--- src/shared/cfg_loader_defs.svh ---
/*
 * Offsets, field positions, reset values and timing counts for the startup
 * configuration loader. Assumes inclusion by bare name from design files.
 */
`ifndef CFG_LOADER_DEFS_SVH
`define CFG_LOADER_DEFS_SVH

// ----------------------------------------------------------------------
// Flash location of the startup configuration byte.
// ----------------------------------------------------------------------
`define CFG_FLASH_ADDR 16'h0080
`define CFG_FLASH_AW 16

// ----------------------------------------------------------------------
// Field positions inside the configuration byte.
// ----------------------------------------------------------------------
`define CFG_SETTLE_HI_BIT 6
`define CFG_SETTLE_LO_BIT 5
`define CFG_RESET_PIN_BIT 3
`define CFG_CLK_HI_BIT 2
`define CFG_CLK_LO_BIT 1
`define CFG_SLOW_LOCK_BIT 0

// ----------------------------------------------------------------------
// Settling waits as exponents of the main clock period.
// ----------------------------------------------------------------------
`define SETTLE_EXP_0 10
`define SETTLE_EXP_1 12
`define SETTLE_EXP_2 15
`define SETTLE_EXP_3 17

// ----------------------------------------------------------------------
// Register offsets on the plain register port.
// ----------------------------------------------------------------------
`define REG_CFG_BYTE 8'h00
`define REG_UV_DETECT 8'h04
`define REG_IRQ_FLAGS0 8'h08
`define REG_SLOW_OSC_MODE 8'h0C
`define REG_EVT_STATUS 8'h10
`define REG_EVT_MASK 8'h14

// ----------------------------------------------------------------------
// Register field positions and reset values.
// ----------------------------------------------------------------------
`define UV_FLAG_BIT 0
`define UV_MODE_BIT 1
`define UV_ENABLE_BIT 7
`define UV_PEND_BIT 1
`define SLOW_HALT_BIT 0
`define UV_DETECT_RST 8'h00
`define EVT_MASK_RST 2'h0
`define EVT_LOADED_BIT 0
`define EVT_UV_BIT 1

`endif

--- src/shared/cfg_loader_pkg.sv ---
/*
 * Types shared by the startup configuration loader files.
 * Assumes the defs header is compiled alongside.
 */
package cfg_loader_pkg;

   // Clock source choices decoded from the configuration byte.
   typedef enum logic [1:0] {
      CLK_CRYSTAL,
      CLK_EXTERNAL,
      CLK_INTERNAL
   } clk_source_t;

   // Decoded settings held until the next reset.
   typedef struct packed {
      logic [1:0] settle_sel;
      logic reset_pin_function_sel;
      clk_source_t clk_source;
      logic slow_osc_lock;
   } cfg_settings_t;

   // Pin role outputs for the shared oscillator and reset pins.
   typedef struct packed {
      logic osc_pin_a_port;
      logic osc_pin_b_port;
      logic reset_pin_as_input;
   } pin_roles_t;

endpackage

--- src/verilog/event_irq.sv ---
/*
 * Sticky event status with mask and one level interrupt output.
 * Assumes write-one-to-clear from the register port; set beats clear.
 */
`timescale 1ns/1ps

module event_irq #(
   parameter int N = 2
) (
   // Clock and reset.
   input wire logic core_clk_in,
   input wire logic rstn_in,
   // Events and software access.
   input wire logic [N-1:0] event_in,
   input wire logic [N-1:0] clear_in,
   input wire logic [N-1:0] mask_in,
   // Status and interrupt.
   output logic [N-1:0] status_out,
   output logic irq_out
);

   // An event in the clearing cycle keeps its bit set.
   always_ff @(posedge core_clk_in) begin
      if (!rstn_in) begin
         status_out <= '0;
      end else begin
         status_out <= (status_out & ~clear_in) | event_in;
      end
   end

   assign irq_out = |(status_out & mask_in);

endmodule

--- src/verilog/option_byte_config_loader.sv ---
/*
 * Startup configuration loader: fetches the configuration byte from flash
 * after reset, holds its settings, drives clock, pin and slow oscillator
 * gating, and keeps the undervoltage flags. Assumes a flash read port that
 * returns data one cycle after the read request, and inputs synchronous to
 * core_clk_in.
 */
// Chosen here: the address-and-strobe port.
// Overview of operation
// Fetch byte 0080H after every reset release.
// Byte layout fixed by flash contents.
// Settle field picks 2^10/12/15/17 waits.
// Settle wait only for crystal source.
// Reset pin function bit selects reset/port.
// Reset pin holds reset before byte applied.
// Clock field selects crystal, external, internal.
// Oscillator pins freed per clock source.
// Lock bit overrides slow oscillator stop.
// Locked oscillator forces watchdog slow clock.
// Stoppable: watchdog gated in halt/stop.
// Timer H1 clocked in stop while running.
// Detector reset follows supply each crossing.
// Pending flag bit 1, cleared by zero.
// Detect flag readable at bit 0.
// Programmer powered before target if port.
// Flag 1 below level, else 0.
// Settings held constant until next reset.
`timescale 1ns/1ps
`include "cfg_loader_defs.svh"

module option_byte_config_loader #(
   parameter int SETTLE_W = 18
) (
   // Clock and reset.
   input wire logic core_clk_in,
   input wire logic rstn_in,
   // Flash read port.
   output logic flash_rd_out,
   output logic [`CFG_FLASH_AW-1:0] flash_addr_out,
   input wire logic [7:0] flash_data_in,
   // Shared reset pin level, low means reset requested.
   input wire logic reset_pin_n_in,
   // Supply comparator, high while supply below detection level.
   input wire logic supply_low_in,
   // Power modes and watchdog clock choice.
   input wire logic halt_mode_in,
   input wire logic stop_mode_in,
   input wire logic wdt_sel_slow_in,
   // Register port.
   input wire logic [7:0] reg_addr_in,
   input wire logic [7:0] reg_wdata_in,
   input wire logic reg_wr_in,
   input wire logic reg_rd_in,
   output logic [7:0] reg_rdata_out,
   // Results.
   output logic core_reset_out,
   output logic config_valid_out,
   output cfg_loader_pkg::cfg_settings_t settings_out,
   output cfg_loader_pkg::pin_roles_t pin_roles_out,
   output logic slow_osc_run_out,
   output logic wdt_clk_en_out,
   output logic wdt_force_slow_out,
   output logic timer_h1_clk_en_out,
   output logic irq_out
);

   typedef enum logic [1:0] {
      FETCH,
      CAPTURE,
      SETTLE,
      RUN
   } load_state_t;

   load_state_t state;
   logic [7:0] cfg_byte;
   logic settle_start;
   logic settle_done;
   logic slow_osc_halt_req;
   logic [7:0] undervolt_detect_reg;
   logic irq_request_flags_0;
   logic [1:0] evt_mask;
   logic [1:0] evt_status;
   logic [1:0] evt_clear;
   logic [1:0] evt_in;
   logic loaded_pulse;
   logic uv_enable;
   logic uv_reset_mode;
   logic undervolt_flag;
   logic uv_flag_prev;
   logic wr_uv;
   logic wr_pend;

   // Decode the two-bit clock field; the low bit is ignored when the high is set.
   function automatic cfg_loader_pkg::clk_source_t decode_clk(input logic [7:0] b);
      if (b[`CFG_CLK_HI_BIT]) begin
         decode_clk = cfg_loader_pkg::CLK_INTERNAL;
      end else if (b[`CFG_CLK_LO_BIT]) begin
         decode_clk = cfg_loader_pkg::CLK_EXTERNAL;
      end else begin
         decode_clk = cfg_loader_pkg::CLK_CRYSTAL;
      end
   endfunction

   // ----------------------------------------------------------------------
   // Load sequence
   // ----------------------------------------------------------------------

   // Every reset restarts the fetch; a low pin holds it, as the pin is still reset.
   always_ff @(posedge core_clk_in) begin
      if (!rstn_in) begin
         state <= FETCH;
         cfg_byte <= 8'h00;
      end else begin
         case (state)
            FETCH: begin
               if (reset_pin_n_in) begin
                  state <= CAPTURE;
               end
            end
            CAPTURE: begin
               cfg_byte <= flash_data_in;
               if (decode_clk(flash_data_in) == cfg_loader_pkg::CLK_CRYSTAL) begin
                  state <= SETTLE;
               end else begin
                  state <= RUN;
               end
            end
            SETTLE: begin
               if (settle_done) begin
                  state <= RUN;
               end
            end
            default: begin
               state <= RUN;
            end
         endcase
      end
   end

   assign flash_rd_out = (state == FETCH);
   assign flash_addr_out = `CFG_FLASH_ADDR;
   assign settle_start = (state == CAPTURE) &&
      (decode_clk(flash_data_in) == cfg_loader_pkg::CLK_CRYSTAL);
   assign config_valid_out = (state == RUN);
   assign loaded_pulse = (state != RUN) && (state != FETCH) && (
      (state == CAPTURE && decode_clk(flash_data_in) != cfg_loader_pkg::CLK_CRYSTAL) ||
      (state == SETTLE && settle_done));

   // Settling wait of 2^n main clock periods.
   settle_timer #(
      .CNT_W(SETTLE_W)
   ) u_settle (
      .core_clk_in(core_clk_in),
      .rstn_in(rstn_in),
      .start_in(settle_start),
      .sel_in(cfg_byte[`CFG_SETTLE_HI_BIT:`CFG_SETTLE_LO_BIT]),
      .done_out(settle_done)
   );

   // Held settings decoded from the captured byte.
   always_comb begin
      settings_out.settle_sel = cfg_byte[`CFG_SETTLE_HI_BIT:`CFG_SETTLE_LO_BIT];
      settings_out.reset_pin_function_sel = cfg_byte[`CFG_RESET_PIN_BIT];
      settings_out.clk_source = decode_clk(cfg_byte);
      settings_out.slow_osc_lock = cfg_byte[`CFG_SLOW_LOCK_BIT];
   end

   // ----------------------------------------------------------------------
   // Pins and reset
   // ----------------------------------------------------------------------

   // Before the byte is applied the shared pin still acts as reset.
   always_comb begin
      pin_roles_out.reset_pin_as_input = config_valid_out &&
         !cfg_byte[`CFG_RESET_PIN_BIT];
      pin_roles_out.osc_pin_a_port = config_valid_out &&
         (settings_out.clk_source == cfg_loader_pkg::CLK_INTERNAL);
      pin_roles_out.osc_pin_b_port = config_valid_out &&
         (settings_out.clk_source != cfg_loader_pkg::CLK_CRYSTAL);
   end

   // Internal reset from the pin, the detector in reset mode, or loading.
   assign core_reset_out = !config_valid_out ||
      (!reset_pin_n_in && !pin_roles_out.reset_pin_as_input) ||
      (uv_enable && uv_reset_mode && supply_low_in);

   // ----------------------------------------------------------------------
   // Slow oscillator and clock gating
   // ----------------------------------------------------------------------

   assign slow_osc_run_out = settings_out.slow_osc_lock || !slow_osc_halt_req;
   assign wdt_force_slow_out = settings_out.slow_osc_lock;
   assign wdt_clk_en_out = settings_out.slow_osc_lock ? 1'b1 :
      (!halt_mode_in && !stop_mode_in && wdt_sel_slow_in && slow_osc_run_out);
   assign timer_h1_clk_en_out = slow_osc_run_out;

   // ----------------------------------------------------------------------
   // Register port
   // ----------------------------------------------------------------------

   assign wr_uv = reg_wr_in && (reg_addr_in == `REG_UV_DETECT);
   assign wr_pend = reg_wr_in && (reg_addr_in == `REG_IRQ_FLAGS0);
   assign uv_enable = undervolt_detect_reg[`UV_ENABLE_BIT];
   assign uv_reset_mode = undervolt_detect_reg[`UV_MODE_BIT];
   assign undervolt_flag = uv_enable && supply_low_in;

   // Writable control: detector control, the slow oscillator halt bit and the event mask.
   always_ff @(posedge core_clk_in) begin
      if (!rstn_in) begin
         undervolt_detect_reg <= `UV_DETECT_RST;
         slow_osc_halt_req <= 1'b0;
         evt_mask <= `EVT_MASK_RST;
      end else if (reg_wr_in) begin
         if (reg_addr_in == `REG_UV_DETECT) begin
            undervolt_detect_reg <= reg_wdata_in & 8'h82;
         end else if (reg_addr_in == `REG_SLOW_OSC_MODE) begin
            slow_osc_halt_req <= reg_wdata_in[`SLOW_HALT_BIT];
         end else if (reg_addr_in == `REG_EVT_MASK) begin
            evt_mask <= reg_wdata_in[1:0];
         end
      end
   end

   // Pending flag sets on a rising detect in interrupt mode; a new event wins.
   always_ff @(posedge core_clk_in) begin
      if (!rstn_in) begin
         uv_flag_prev <= 1'b0;
         irq_request_flags_0 <= 1'b0;
      end else begin
         uv_flag_prev <= undervolt_flag;
         if (undervolt_flag && !uv_flag_prev && !uv_reset_mode) begin
            irq_request_flags_0 <= 1'b1;
         end else if (wr_pend && !reg_wdata_in[`UV_PEND_BIT]) begin
            irq_request_flags_0 <= 1'b0;
         end
      end
   end

   assign evt_in = {undervolt_flag && !uv_flag_prev, loaded_pulse};
   assign evt_clear = (reg_wr_in && reg_addr_in == `REG_EVT_STATUS) ?
      reg_wdata_in[1:0] : 2'b00;

   event_irq #(
      .N(2)
   ) u_evt (
      .core_clk_in(core_clk_in),
      .rstn_in(rstn_in),
      .event_in(evt_in),
      .clear_in(evt_clear),
      .mask_in(evt_mask),
      .status_out(evt_status),
      .irq_out(irq_out)
   );

   // Read data one cycle after the strobe; unmapped addresses read zero.
   always_ff @(posedge core_clk_in) begin
      if (!rstn_in) begin
         reg_rdata_out <= 8'h00;
      end else if (reg_rd_in) begin
         if (reg_addr_in == `REG_CFG_BYTE) begin
            reg_rdata_out <= cfg_byte;
         end else if (reg_addr_in == `REG_UV_DETECT) begin
            reg_rdata_out <= {undervolt_detect_reg[7:1], undervolt_flag};
         end else if (reg_addr_in == `REG_IRQ_FLAGS0) begin
            reg_rdata_out <= {6'h00, irq_request_flags_0, 1'b0};
         end else if (reg_addr_in == `REG_SLOW_OSC_MODE) begin
            reg_rdata_out <= {7'h00, slow_osc_halt_req};
         end else if (reg_addr_in == `REG_EVT_STATUS) begin
            reg_rdata_out <= {6'h00, evt_status};
         end else if (reg_addr_in == `REG_EVT_MASK) begin
            reg_rdata_out <= {6'h00, evt_mask};
         end else begin
            reg_rdata_out <= 8'h00;
         end
      end else begin
         reg_rdata_out <= 8'h00;
      end
   end
endmodule

--- src/verilog/settle_timer.sv ---
/*
 * Oscillator settling counter: counts 2^exp main clock periods once started.
 * Assumes start is a one-cycle pulse and exp selects one of four waits.
 */
`timescale 1ns/1ps
`include "cfg_loader_defs.svh"

module settle_timer #(
   parameter int CNT_W = 18
) (
   // Clock and reset.
   input wire logic core_clk_in,
   input wire logic rstn_in,
   // Control.
   input wire logic start_in,
   input wire logic [1:0] sel_in,
   // Status.
   output logic done_out
);

   logic [CNT_W-1:0] count;
   logic [CNT_W-1:0] limit;
   logic running;

   // Wait length in main clock periods for the given selector.
   function automatic logic [CNT_W-1:0] wait_len(input logic [1:0] sel);
      logic [CNT_W-1:0] one;
      one = {{(CNT_W-1){1'b0}}, 1'b1};
      case (sel)
         2'h0: wait_len = one << `SETTLE_EXP_0;
         2'h1: wait_len = one << `SETTLE_EXP_1;
         2'h2: wait_len = one << `SETTLE_EXP_2;
         default: wait_len = one << `SETTLE_EXP_3;
      endcase
   endfunction

   assign limit = wait_len(sel_in);

   // Counter runs from the start pulse until the limit is reached.
   always_ff @(posedge core_clk_in) begin
      if (!rstn_in) begin
         count <= '0;
         running <= 1'b0;
         done_out <= 1'b0;
      end else if (start_in) begin
         count <= {{(CNT_W-1){1'b0}}, 1'b1};
         running <= 1'b1;
         done_out <= 1'b0;
      end else if (running) begin
         if (count == limit) begin
            running <= 1'b0;
            done_out <= 1'b1;
         end else begin
            count <= count + 1'b1;
         end
      end
   end

endmodule
--- config.mk ---
export PLATFORM = sky130hd
export DESIGN_NAME = option_byte_config_loader
export DESIGN_NICKNAME = d
export VERILOG_FILES = /design/src/shared/cfg_loader_pkg.sv /design/src/verilog/event_irq.sv /design/src/verilog/option_byte_config_loader.sv /design/src/verilog/settle_timer.sv
export VERILOG_INCLUDE_DIRS = /design/src /design/src/shared
export SDC_FILE = /design/constraint.sdc
export NUM_CORES = 1
export LEC_CHECK = 0
export ABC_AREA = 1
export BUFFER_PORTS_ARGS = -buffer_cell sky130_fd_sc_hd__buf_2
export CAP_MARGIN = 10
export CORE_ASPECT_RATIO = 0.8
export CORE_UTILIZATION = 47
export CTS_CLUSTER_SIZE = 16
export DETAILED_ROUTE_END_ITERATION = 10
export PLACE_DENSITY = 0.76
export SLEW_MARGIN = 10
export SYNTH_ARGS = -nofsm -noshare
export SYNTH_HDL_FRONTEND = slang
export SYNTH_SLANG_ARGS = --single-unit
--- constraint.sdc ---
create_clock -name core_clk_in -period 1.5 [get_ports core_clk_in]
set_input_delay 0 -clock core_clk_in [delete_from_list [all_inputs] [get_ports core_clk_in]]
set_output_delay 0 -clock core_clk_in [all_outputs]
set_load 0.02 [all_outputs]
==> key figures <==
Routing
  – Pre-Repair DR Iteration Count: 5
  – Routed WL per cell: 12.6 um
  – DRC: 0
  – Post-Route WL: 7120 um
  – Vias: 2860
  – Initial DRC count: 337
  – Vias per inst: 5.05
  – Final ANT Viol Nets: 0

Synthesis
  – Largest area contributor in the netlist: dfxtp_1
  – Synth area leaders: dfxtp_1 35%, nand2_1 13%, nor2_1 7.1%, nand3_1 6.9%, buf_4 6.1%
  – FF+latch count, synth: 47
  – Yosys cell types: 28
  – Register area share after synthesis: 0.348
  – Top-count cell post-synth: nand2_1
  – Commonest register cell after synthesis: dfxtp_1
  – Area of the mapped netlist: 0.00270 mm2
  – Cells after Synth: 400
  – EDFF count, synth: 0
  – Syn Area/Cell: 6.75 um2
  – Yosys warns: 0
  – Most frequent cells after synthesis: 93 x nand2_1, 51 x nor2_1, 47 x dfxtp_1
  – Synth top area share: 0.348
  – Asr flop ratio synth: 0

Timing
  – Worst Max-Slew Pin Slew: 0.629 ns
  – RSZ-0062 raised after global routing: yes
  – FMAX: 634 MHz
  – Max-slew violations: 0
  – Final worst path period share: 1.05
  – Min cycle time layout: 1.58 ns
  – Slew headroom: 0.580
  – Hold_ws: 0.0245 ns
  – Final setup fails: 18
  – Final hold vios: 0
  – Clock Skews: 0.0144 ns
  – Final worst slack: -0.0780 ns

Layout
  – Largest Register: u_settle.count
  – Layout overhead on the synthesized area: 32.5%
  – Share of cells above drive strength 1: 0.291
  – Nets: 527
  – Fillers: 465
  – N_diodes: 0
  – Max reg flops: 18
  – Largest registers: u_settle.count (18), cfg_byte (8), reg_rdata_out (8)

Power and ir drop
  – PD cells: 901 mW/mm2
  – VDD IR max: 464 uV
  – Leak: 0.00158 uW

Critical path
  – Startpoint Class: flop
  – Reg-to-reg slack, setup: -0.08 ns
  – Crit path DAT: 1.77 ns
  – CP required: 1.69 ns
  – Crit end category: flop
  – Critical Path Fanout Max: 7
  – CP Class: flop to flop

GRT
  – GRT Total Usage: 0.233
  – Number of global-route vias before repair: 2466
  – First-pass GRT wire length: 11100 um
  – Overflow after GRT: 0
  – Pin count of the biggest net entering global routing: 17
  – Initial antenna violation count: 0

Floorplan
  – I/O pins: 74
  – Die width: 86.7 um
  – Die height: 69.8 um
  – Initial core utilization: 0.491
  – CORE AREA: 0.00550 mm2
  – Die footprint: 0.00605 mm2
  – # rows: 24

Worst hold path
  – Worst hold path type: input pin to flop

CTS
  – Reg clk slew, reported paths: 0.09 ns
  – Worst skew pair latency: 0.30 ns
  – TritonCTS Sinks: 47
  – Num CTS Buffers: 5
  – CTS Root Cell: clkbuf_8
  – # H-tree levels: 2
  – Clock Tree Buf Depth: 2
  – CTS tree: done

Placement
  – DP HPWL: 4910 um
  – RePlAce Congestion: 1.05
  – DP Worst Slack: -0.0761 ns
  – PortBufs: 52

Status
  – Failing checks: negative setup slack
  – Run status: finished, violations left

Flow run
  – Maxcap violations: 0
==> metal layers <==
layer / GRT usage / routed length (um)
met5: 0 / 0
met4: 0.0537 / 112
met2: 0.365 / 3320
met1: 0.329 / 3230
met3: 0.0476 / 454
==> through the flow <==
step | total power, uW | setup TNS, ns | cell area (um2) | instances | utilization
floorplan | 1920 | 0 | 2760 | 414 | -
global placement | 2130 | -0.0705 | 3140 | 543 | 0.572
detailed placement | 2150 | -0.405 | 3140 | 543 | 0.572
CTS | 3180 | -0.00629 | 3440 | 567 | 0.627
global route | 3370 | -2.27 | 3580 | 566 | 0.651
finish | 3220 | -0.738 | 3580 | 566 | 0.651
==> report_power, final <==
group | switching (uW) | internal, uW | leakage, uW
Sequential | 58.1 | 1310 | 0.000382
Combinational | 558 | 341 | 0.00114
Clock | 453 | 502 | 0.0000548
==> cell type report <==
class	count	area [um2]	share of cell area
clock buffers	5	68.8	0.0192
clock inverters	3	46.3	0.0129
inverters	48	189	0.0528
multi-input cells	291	1590	0.446
flip-flops and latches	47	943	0.264
well taps	78	97.6	0.0273
repair buffers	94	638	0.178
==> path summary, 6_finish.rpt <==
kind,depth (start not counted),to,from
hold / removal,3,uv_flag_prev,supply_low_in
setup / recovery,11,u_settle.count[1],u_settle.count[0]
hold reg to reg,2,reg_rdata_out[4],cfg_byte[4]
setup reg to reg,11,u_settle.count[1],u_settle.count[0]
==> critical path, cell delays in order (launching register included) <==
cell and delay, ns:
dfxtp_1 0.33, inv_2 0.08, ha_4 0.13, inv_2 0.02, nor2_1 0.09, nand3_1 0.09, nor2_2 0.16, nand3_4 0.23
nand2_8 0.17, inv_8 0.06, nor2_1 0.08, nor2_1 0.05
==> cells in the final DEF (no fill, tap or decap), types with 3 or more instances in the layout <==
cell type / Yosys / layout
nand4_1: 5 / 5
nand3_2: 0 / 10
inv_2: 6 / 8
a21oi_2: 5 / 10
dfxtp_1: 47 / 45
buf_4: 22 / 26
nand2_1: 93 / 89
buf_2: 2 / 52
xor2_1: 10 / 10
nor2_1: 51 / 46
nand3_1: 37 / 27
o21ai_0: 18 / 18
nor3_1: 5 / 4
conb_1: 2 / 16
ha_1: 7 / 4
clkbuf_8: 0 / 5
a21oi_1: 31 / 26
nor2_4: 0 / 3
dlygate4sd3_1: 0 / 12
inv_1: 41 / 38
nand2_4: 0 / 3
nor2_2: 2 / 4
==> what timing repair did <==
item / in CTS / in global routing
endpoints found under the setup margin: 15 / 21
gates cloned: 2 / 0
gates resized for setup: 11 / 35
hold endpoints to repair: 12 / 0
buffers inserted: 2 / 1
pin swaps: 3 / 7
hold buffers: 12 / 0
==> kinds of logic (layout without fill, tap and decap cells) <==
group,after synthesis,after routing,synth area share
AOI/OAI and AO/OA,58,58,0.119
xor gates and xnor gates,12,12,0.0389
buffers and inverters,78,150,0.146
and+or+nand+nor,196,198,0.313
adders and majority gates,7,7,0.0324
other,2,16,0.00278
DFF,47,47,0.348
No activity file was read; power rests on OpenSTA's default activity.
